==> config.mk <==
export PLATFORM = sky130hd
export DESIGN_NAME = hcs_config_select
export DESIGN_NICKNAME = d
export VERILOG_FILES = /design/src/hcs_cfg_mem.v /design/src/hcs_config_select.v
export VERILOG_INCLUDE_DIRS = /design/src
export SDC_FILE = /design/constraint.sdc
export NUM_CORES = 1
export LEC_CHECK = 0
export BUFFER_PORTS_ARGS = -buffer_cell sky130_fd_sc_hd__buf_4
export CAP_MARGIN = 20
export CELL_PAD_IN_SITES_DETAIL_PLACEMENT = 2
export CELL_PAD_IN_SITES_GLOBAL_PLACEMENT = 2
export CORE_MARGIN = 3
export CORE_UTILIZATION = 35
export CTS_CLUSTER_DIAMETER = 30
export DETAILED_ROUTE_END_ITERATION = 16
export PLACE_DENSITY_LB_ADDON = 0.25
export SYNTH_ARGS = -nofsm -noshare
export SYNTH_HDL_FRONTEND = slang
export SYNTH_HIERARCHICAL = 1
export SYNTH_SLANG_ARGS = --single-unit
==> constraint.sdc <==
create_clock -name sys_clk -period 5.6 [get_ports sys_clk]
set_input_delay 1.12 -clock sys_clk [delete_from_list [all_inputs] [get_ports sys_clk]]
set_output_delay 1.12 -clock sys_clk [all_outputs]
set_load 0.01 [all_outputs]
==> src/hcs_consts.vh <==
`ifndef HCS_CONSTS_VH
`define HCS_CONSTS_VH

// Register byte offsets
`define HCS_ADDR_VENDOR    8'h00
`define HCS_ADDR_PRODUCT   8'h04
`define HCS_ADDR_RELEASE   8'h08
`define HCS_ADDR_FEAT      8'h0C
`define HCS_ADDR_CTRL      8'h10
`define HCS_ADDR_STAT      8'h14

// Configuration source select encodings {high, low}
`define HCS_SRC_RESERVED   2'h0
`define HCS_SRC_SMBUS      2'h1
`define HCS_SRC_DEFAULT    2'h2
`define HCS_SRC_EEPROM     2'h3

// SMBus slave address used in SMBus download mode
`define HCS_SMBUS_ADDR     7'h2C

// Feature register field positions
`define HCS_FEAT_SELF      0
`define HCS_FEAT_IND       1
`define HCS_FEAT_HSDIS     2

// Control register field positions
`define HCS_CTRL_DONE      0

// Status register field positions
`define HCS_STAT_SRC_LO    0
`define HCS_STAT_SRC_HI    1
`define HCS_STAT_DONE      2
`define HCS_STAT_ERR       3
`define HCS_STAT_NPB_LO    4
`define HCS_STAT_NPB_HI    7
`define HCS_STAT_SMB_LO    8
`define HCS_STAT_SMB_HI    14

// Reset values
`define HCS_RST_WORD16     16'h0000
`define HCS_RST_PORTS      7'h00
`define HCS_RST_RDATA      32'h0000_0000

// Timing: cycles after reset release before the straps are trusted
`define HCS_SETTLE_CYCLES  3'h4

// Transaction translator layout
`define HCS_NP_BUFFERS     4'h4

`endif

==> src/hcs_cfg_mem.v <==
`timescale 1ns/100ps
`default_nettype none

module hcs_cfg_mem #(
   parameter WIDTH = 16,
   parameter DEPTH = 4,
   parameter AW    = 2
) (
   // Clock and reset
   input  wire             sys_clk,
   input  wire             rst_n,
   // Write side
   input  wire             wrEn,
   input  wire [AW-1:0]    wrAddr,
   input  wire [WIDTH-1:0] wrData,
   // Read side, data one cycle after rdEn
   input  wire             rdEn,
   input  wire [AW-1:0]    rdAddr,
   output reg  [WIDTH-1:0] rdData
);

   reg [WIDTH-1:0] store [0:DEPTH-1];

   // Array itself is not reset: the loader tracks which words were written, others go unused
   always @(posedge sys_clk) begin
      if (wrEn) begin
         store[wrAddr] <= wrData;
      end
   end

   always @(posedge sys_clk or negedge rst_n) begin
      if (!rst_n) begin
         rdData <= {WIDTH{1'b0}};
      end else if (rdEn) begin
         rdData <= store[rdAddr];
      end
   end

endmodule // hcs_cfg_mem

`default_nettype wire

==> src/hcs_config_select.v <==
`timescale 1ns/100ps
`default_nettype none
`include "hcs_consts.vh"

module hcs_config_select #(
   parameter [15:0] DEFAULT_VENDOR_ID  = 16'h1234, // Arbitrary value
   parameter [15:0] DEFAULT_PRODUCT_ID = 16'h5678, // Arbitrary value
   parameter [15:0] DEFAULT_RELEASE    = 16'h0100, // Arbitrary value
   parameter [6:0]  BUS_POWER_PORTS    = 7'h7F,
   parameter        NUM_PORTS          = 7
) (
   // Clock and reset
   input  wire                 sys_clk,
   input  wire                 rst_n,
   // Strap pins, asynchronous to sys_clk
   input  wire                 configSourceSelectHigh,
   input  wire                 configSourceSelectLow,
   input  wire                 localPowerDetect,
   input  wire                 indicatorStrap,
   // Register port from the SMBus slave or EEPROM reader
   input  wire [7:0]           regAddr,
   input  wire [31:0]          regWrData,
   input  wire                 regWrite,
   input  wire                 regRead,
   output reg  [31:0]          regRdData,
   // Applied configuration
   output reg  [15:0]          vendorIdentifier,
   output reg  [15:0]          productIdentifier,
   output reg  [15:0]          releaseNumber,
   output reg                  selfPowered,
   output reg                  portIndicatorEnable,
   output reg                  fullSpeedOnly,
   output reg  [NUM_PORTS-1:0] portAvailable,
   output reg  [NUM_PORTS-1:0] translatorEnable,
   // Source and progress
   output reg  [1:0]           configSource,
   output reg                  smbusSlaveEnable,
   output reg                  eepromReadEnable,
   output reg                  configDone,
   output reg                  configError,
   output reg                  attachEnable
);

   localparam [5:0] ST_SETTLE = 6'h01;
   localparam [5:0] ST_PICK   = 6'h02;
   localparam [5:0] ST_LOAD   = 6'h04;
   localparam [5:0] ST_COPY   = 6'h08;
   localparam [5:0] ST_DONE   = 6'h10;
   localparam [5:0] ST_HALT   = 6'h20;

   // Word index of a loadable register, or 3'h4 when the address is none
   function [2:0] cfgIndex;
      input [7:0] addr;
      begin
         case (addr)
            `HCS_ADDR_VENDOR:  cfgIndex = 3'h0;
            `HCS_ADDR_PRODUCT: cfgIndex = 3'h1;
            `HCS_ADDR_RELEASE: cfgIndex = 3'h2;
            `HCS_ADDR_FEAT:    cfgIndex = 3'h3;
            default:           cfgIndex = 3'h4;
         endcase
      end
   endfunction

   // Take the later stage where two stages agree, else keep the held value, so a glitch
   // shorter than one clock never reaches the source decode
   function [3:0] strapFilter;
      input [3:0] held;
      input [3:0] mid;
      input [3:0] last;
      begin
         strapFilter = (last & ~(mid ^ last)) | (held & (mid ^ last));
      end
   endfunction

   // Memory word if the loader wrote it, else the built-in fallback, so a skipped word
   // never copies uninitialised storage into the outputs
   function [15:0] pickWord;
      input        loaded;
      input [15:0] fromMem;
      input [15:0] fallback;
      begin
         pickWord = loaded ? fromMem : fallback;
      end
   endfunction

   reg  [5:0]  state;
   reg  [2:0]  settleCnt;
   reg  [2:0]  copyIdx;
   reg  [3:0]  strapS1;
   reg  [3:0]  strapS2;
   reg  [3:0]  strapS3;
   reg  [3:0]  strapStable;
   wire [2:0]  wrIndex;
   wire        memWrEn;
   wire        memRdEn;
   wire [15:0] memRdData;
   wire        loadDoneWrite;
   reg  [3:0]  wordLoaded;
   wire [15:0] featWord;
   wire        selHighSync;
   wire        selLowSync;
   wire        powerSync;
   wire        indicatorSync;

   assign wrIndex       = cfgIndex(regAddr);
   // Writes are taken only while a download is open, so values hold afterwards
   assign memWrEn       = regWrite && (state == ST_LOAD) && !wrIndex[2];
   assign loadDoneWrite = regWrite && (state == ST_LOAD) && (regAddr == `HCS_ADDR_CTRL)
                          && regWrData[`HCS_CTRL_DONE];
   assign memRdEn       = (state == ST_COPY) && !copyIdx[2];
   assign featWord      = pickWord(wordLoaded[3], memRdData, 16'h0000);
   // Filtered strap bits as the source decode sees them
   assign selHighSync   = strapStable[3];
   assign selLowSync    = strapStable[2];
   assign powerSync     = strapStable[1];
   assign indicatorSync = strapStable[0];

   hcs_cfg_mem #(
      .WIDTH (16),
      .DEPTH (4),
      .AW    (2)
   ) uMem (
      .sys_clk (sys_clk),
      .rst_n   (rst_n),
      .wrEn    (memWrEn),
      .wrAddr  (wrIndex[1:0]),
      .wrData  (regWrData[15:0]),
      .rdEn    (memRdEn),
      .rdAddr  (copyIdx[1:0]),
      .rdData  (memRdData)
   );

   // A word counts as loaded once the open loader has written it
   always @(posedge sys_clk or negedge rst_n) begin
      if (!rst_n) begin
         wordLoaded <= 4'h0;
      end else if (memWrEn) begin
         wordLoaded[wrIndex[1:0]] <= 1'b1;
      end
   end

   // Straps: bit3 sel high, bit2 sel low, bit1 local power, bit0 indicator
   always @(posedge sys_clk or negedge rst_n) begin
      if (!rst_n) begin
         strapS1     <= 4'h0;
         strapS2     <= 4'h0;
         strapS3     <= 4'h0;
         strapStable <= 4'h0;
      end else begin
         strapS1     <= {configSourceSelectHigh, configSourceSelectLow,
                         localPowerDetect, indicatorStrap};
         strapS2     <= strapS1;
         strapS3     <= strapS2;
         // A bit changes only once the second and third stages agree
         strapStable <= strapFilter(strapStable, strapS2, strapS3);
      end
   end

   // Ports and translators follow the power mode chosen at commit time
   function [NUM_PORTS-1:0] portsFor;
      input self;
      begin
         portsFor = self ? {NUM_PORTS{1'b1}} : BUS_POWER_PORTS[NUM_PORTS-1:0];
      end
   endfunction

   always @(posedge sys_clk or negedge rst_n) begin
      if (!rst_n) begin
         state               <= ST_SETTLE;
         settleCnt           <= 3'h0;
         copyIdx             <= 3'h0;
         vendorIdentifier    <= `HCS_RST_WORD16;
         productIdentifier   <= `HCS_RST_WORD16;
         releaseNumber       <= `HCS_RST_WORD16;
         selfPowered         <= 1'b0;
         portIndicatorEnable <= 1'b0;
         fullSpeedOnly       <= 1'b0;
         portAvailable       <= `HCS_RST_PORTS;
         translatorEnable    <= `HCS_RST_PORTS;
         configSource        <= `HCS_SRC_RESERVED;
         smbusSlaveEnable    <= 1'b0;
         eepromReadEnable    <= 1'b0;
         configDone          <= 1'b0;
         configError         <= 1'b0;
         attachEnable        <= 1'b0;
      end else begin
         case (state)
            ST_SETTLE: begin
               // Let the synchronisers fill before the straps are believed
               if (settleCnt == `HCS_SETTLE_CYCLES) begin
                  state <= ST_PICK;
               end else begin
                  settleCnt <= settleCnt + 3'h1;
               end
            end
            ST_PICK: begin
               configSource <= {selHighSync, selLowSync};
               case ({selHighSync, selLowSync})
                  `HCS_SRC_SMBUS: begin
                     smbusSlaveEnable <= 1'b1;
                     state            <= ST_LOAD;
                  end
                  `HCS_SRC_EEPROM: begin
                     eepromReadEnable <= 1'b1;
                     state            <= ST_LOAD;
                  end
                  `HCS_SRC_DEFAULT: begin
                     vendorIdentifier    <= DEFAULT_VENDOR_ID;
                     productIdentifier   <= DEFAULT_PRODUCT_ID;
                     releaseNumber       <= DEFAULT_RELEASE;
                     selfPowered         <= powerSync;
                     portIndicatorEnable <= indicatorSync;
                     fullSpeedOnly       <= 1'b0;
                     portAvailable       <= portsFor(powerSync);
                     translatorEnable    <= portsFor(powerSync);
                     state               <= ST_DONE;
                  end
                  default: begin
                     // Reserved code: no source, never attach
                     configError <= 1'b1;
                     state       <= ST_HALT;
                  end
               endcase
            end
            ST_LOAD: begin
               if (loadDoneWrite) begin
                  copyIdx <= 3'h0;
                  state   <= ST_COPY;
               end
            end
            ST_COPY: begin
               // Read of word k is issued while word k-1 arrives
               copyIdx <= copyIdx + 3'h1;
               case (copyIdx)
                  3'h1: begin
                     vendorIdentifier <= pickWord(wordLoaded[0], memRdData,
                                                  DEFAULT_VENDOR_ID);
                  end
                  3'h2: begin
                     productIdentifier <= pickWord(wordLoaded[1], memRdData,
                                                   DEFAULT_PRODUCT_ID);
                  end
                  3'h3: begin
                     releaseNumber <= pickWord(wordLoaded[2], memRdData,
                                               DEFAULT_RELEASE);
                  end
                  3'h4: begin
                     selfPowered         <= featWord[`HCS_FEAT_SELF];
                     portIndicatorEnable <= featWord[`HCS_FEAT_IND];
                     fullSpeedOnly       <= featWord[`HCS_FEAT_HSDIS];
                     portAvailable       <= portsFor(featWord[`HCS_FEAT_SELF]);
                     translatorEnable    <= portsFor(featWord[`HCS_FEAT_SELF]);
                     smbusSlaveEnable    <= 1'b0;
                     eepromReadEnable    <= 1'b0;
                     state               <= ST_DONE;
                  end
                  default: copyIdx <= copyIdx + 3'h1;
               endcase
            end
            ST_DONE: begin
               configDone   <= 1'b1;
               attachEnable <= 1'b1;
            end
            ST_HALT: begin
               attachEnable <= 1'b0;
            end
            default: begin
               state <= ST_SETTLE;
            end
         endcase
      end
   end

   // Read data stand only in the cycle after the read strobe
   always @(posedge sys_clk or negedge rst_n) begin
      if (!rst_n) begin
         regRdData <= `HCS_RST_RDATA;
      end else if (regRead) begin
         case (regAddr)
            `HCS_ADDR_VENDOR:  regRdData <= {16'h0000, vendorIdentifier};
            `HCS_ADDR_PRODUCT: regRdData <= {16'h0000, productIdentifier};
            `HCS_ADDR_RELEASE: regRdData <= {16'h0000, releaseNumber};
            `HCS_ADDR_FEAT:    regRdData <= {29'h0,
                                             fullSpeedOnly,
                                             portIndicatorEnable,
                                             selfPowered};
            `HCS_ADDR_CTRL:    regRdData <= {31'h0, configDone};
            // Status also reports the fixed slave address and buffers per translator
            `HCS_ADDR_STAT:    regRdData <= {17'h0,
                                             `HCS_SMBUS_ADDR,
                                             `HCS_NP_BUFFERS,
                                             configError,
                                             configDone,
                                             configSource};
            default:           regRdData <= `HCS_RST_RDATA;
         endcase
      end else begin
         regRdData <= `HCS_RST_RDATA;
      end
   end

endmodule // hcs_config_select

`default_nettype wire

==> impl_metrics.yaml <==
global_route:
  grt_first_pass_wirelength_um: 35130
  met2_usage: 0.3095
  grt-ovfl-total: 0
  first_global_vias: 5726
  globalRouteTotalUtil: 0.1867
  grt_use_met1: 0.2551
  globalRoute.busiestLayer: "met2"
  number_of_antenna_violations_at_the_first_check_in_global_routing: 0
  grt_start_max_net_pins: 53
  use_met3: 0.03354
clock_tree:
  cts.htree.levels: 4
  cts_root_buffer: "sky130_fd_sc_hd__clkbuf_16"
  worstSkewPairLatency_ns: 0.44
  worst_setup_hold_path_clk_slew_ns: 0.07
  post-cts-setup-buffers: 0
  cts_resized: 0
  postCtsHoldBufs: 0
  clk_path_buf_depth: 2
  cts_tree: "yes"
  clk_sink_count: 187
  cts_buffers: 17
die:
  die_width_um: 157.1
  ios: 152
  num_rows: 54
  core-area_mm2: 0.02216
  initial_core_util: 0.3608
  vertical_extent_of_the_die_um: 157.1
  fp.dieArea_mm2: 0.02469
finish:
  diodes: 0
  fin_nets: 754
  finalNonFillerCells: 992
  layout-area-overhead-vs-synth_pct: 18.53
  drive_gt1_frac: 0.2711
  mostFrequentLayoutCells: "sky130_fd_sc_hd__buf_4, sky130_fd_sc_hd__dfrtp_1, sky130_fd_sc_hd__edfxtp_1"
  mostFrequentLayoutCell: "sky130_fd_sc_hd__buf_4"
  fin_util: 0.4276
  fillCellCount: 2238
sta:
  setup_repair_after_global_routing_missed_its_margin: "no"
  top_achievable_clock_speed_mhz: 290.2
  maxSlewViolCount: 0
  setup_viol_count_final: 0
  timing.max_slew.rel_slack: 0.3268
  final.setup_skew_ns: 0.01129
  tightest_slew_ns: 1.010
  setup_slack_ns: 2.155
  finalCritPeriodShare: 0.6153
  fin_crit_ns: 3.445
  final-hold-violation-count: 0
  tns_ns: 0
synth:
  fraction_of_synthesized_cell_area_taken_by_the_top_area_cell_type: 0.3818
  synth_enable_flop_cells: 64
  synth-seq-cells: 187
  mean_cell_area_of_the_mapped_netlist_um2: 13.35
  netlist.top_cell.by_area: "sky130_fd_sc_hd__dfrtp_1"
  synth.cell_area_mm2: 0.007995
  synth_cell_type_count: 68
  synthCells: 599
  async_reset_ff_frac: 0.6578
  synth-seq-area-share: 0.6255
  ys.flop_type: "sky130_fd_sc_hd__dfrtp_1"
  synth_warnings: 6
  synth_area_leaders: "sky130_fd_sc_hd__dfrtp_1, sky130_fd_sc_hd__edfxtp_1, sky130_fd_sc_hd__mux2i_1, sky130_fd_sc_hd__buf_4, sky130_fd_sc_hd__a22o_1"
drt:
  drt_drc_violations_left: 0
  dr.pass1.iters: 4
  via_count: 5230
  routed_len_inst_um: 22.46
  detailedRoute.firstIterationViolations: 258
  avgViaCountPerCell: 5.272
  wirelength_um: 22280
  antenna_nets_post_route: 0
critical_path:
  timing.critical_path.fanout_max: 16
  worst-path-buf-inv: 1
  cp-start-kind: "primary input"
  slowest_delay_ns: 0.82
  critPathSlowestCell: "sky130_fd_sc_hd__and3_1"
  timing.critical_path.max_delay_family: "simple AND/OR/NAND/NOR gates"
  critPathArrivalTime_ns: 3.50
  crit_path_end_kind: "flip-flop"
  critical_path.cell_chain: "buf_4 -> or4_1 -> nor2_1 -> and2_1 -> and3_1"
  worst-endpoint-required_ns: 5.65
  criticalPathCategory: "in -> reg"
placement:
  port_buffers: 119
  preCtsSetupSlack_ns: 1.638
  placed_cells: 959
  final_hpwl_dp_um: 15510
  gp_congestion: 0.8408
power_and_ir_drop:
  design_power_total_mw: 3.670
  leakage_nw: 3.966
  peakVddDrop_mv: 0.2024
  total_power_divided_by_cell_area_mw_per_mm2: 387.3
outcome:
  status: "completed"
run:
  max_cap_viol_count: 0
worst_hold_path:
  hold_path.class: "reg -> reg"
power breakdown:
| group | total, mW | internal (mW) | switching (mW) | leakage [nW] |
|---|---|---|---|---|
| Combinational | 0.734 | 0.378 | 0.356 | 1.53 |
| Clock | 1.16 | 0.589 | 0.568 | 0.273 |
| Sequential | 1.78 | 1.55 | 0.232 | 2.16 |
| Total | 3.67 | 2.51 | 1.16 | 3.97 |
Yosys cell counts, types with 9 or more instances:
master,n
sky130_fd_sc_hd__nor2_1,28
sky130_fd_sc_hd__o221ai_2,10
sky130_fd_sc_hd__edfxtp_1,64
sky130_fd_sc_hd__inv_1,24
sky130_fd_sc_hd__clkbuf_1,9
sky130_fd_sc_hd__nand3_1,9
sky130_fd_sc_hd__a22o_1,24
sky130_fd_sc_hd__o21ai_0,14
sky130_fd_sc_hd__nand2b_1,17
sky130_fd_sc_hd__o21ai_1,12
sky130_fd_sc_hd__buf_4,32
sky130_fd_sc_hd__nand2_1,20
sky130_fd_sc_hd__nand4_1,16
sky130_fd_sc_hd__a21oi_1,21
sky130_fd_sc_hd__o22a_1,13
sky130_fd_sc_hd__mux2i_1,44
sky130_fd_sc_hd__dfrtp_1,122
layer usage:
metal	up-vias	part of all wire	wire length, um
li1	2368	-	-
met1	2735	0.45	10110
met3	13	0.035	775
met2	114	0.50	11220
met4	0	0.0081	181
met5	-	0	0
worst paths after layout:
kind / start / to / slack, ns / cells after the start
worst max-delay path: regAddr[4] / uMem/store[3][2]$_DFFE_PP_ / 2.15 / 5
worst min-delay path: strapS1[0]$_DFF_PN0_ / strapS2[0]$_DFF_PN0_ / 0.36 / 0
worst max register to register: state[4]$_DFFE_PN0P_ / uMem/rdData[5]$_DFFE_PN0P_ / 2.33 / 4
worst min register to register: strapS1[0]$_DFF_PN0_ / strapS2[0]$_DFF_PN0_ / 0.36 / 0
max in group asynchronous: rst_n / productIdentifier[3]$_DFFE_PN0P_ / 3.88 / 2
min in group asynchronous: rst_n / regRdData[15]$_DFF_PN0_ / 0.64 / 1
worst reg2reg max path: stages, from the launching register on:
cell	delay (ns)
sky130_fd_sc_hd__dfrtp_1	0.48
sky130_fd_sc_hd__or4_1	0.74
sky130_fd_sc_hd__nor2_2	0.73
sky130_fd_sc_hd__nand2b_1	0.75
sky130_fd_sc_hd__o221ai_1	0.45
metrics by stage:
stage | cell area [um^2] | hold slack (ns)
finish | 9477 | 0.3551
global route | 9477 | 0.3656
CTS | 9469 | 0.3575
detailed placement | 8907 | 0.3419
global placement | 8907 | 0.3393
floorplan | 8051 | 0.3312
cell families after synthesis:
logic type	synth area share
flip-flops	0.6255
AND/OR/NAND/NOR	0.1049
AO/OA/AOI/OAI	0.1211
buffers and inverters	0.06526
multiplexers	0.06354
adder cells (fa/ha/maj)	0.01596
XOR/XNOR	0.003287
other	0.0004690
sequential cells by signal, summed over array words and instances, names as in the netlist, 6 cells and up, named ones only:
name               cells
releaseNumber         16
productIdentifier     16
state                  6
vendorIdentifier      16
uMem/rdData           16
regRdData             16
uMem/store            64
area by class of cell:
type | instances | area, um^2 | share of cell area
Clock buffer | 18 | 429.2 | 0.04529
Clock inverter | 14 | 132.6 | 0.01400
Inverter | 24 | 90.09 | 0.009506
Multi-Input combinational cell | 344 | 2534 | 0.2674
Sequential cell | 187 | 5002 | 0.5279
Tap cell | 280 | 350.3 | 0.03697
Timing Repair Buffer | 125 | 938.4 | 0.09902
Note: power is estimated with default switching activity, not from simulation.
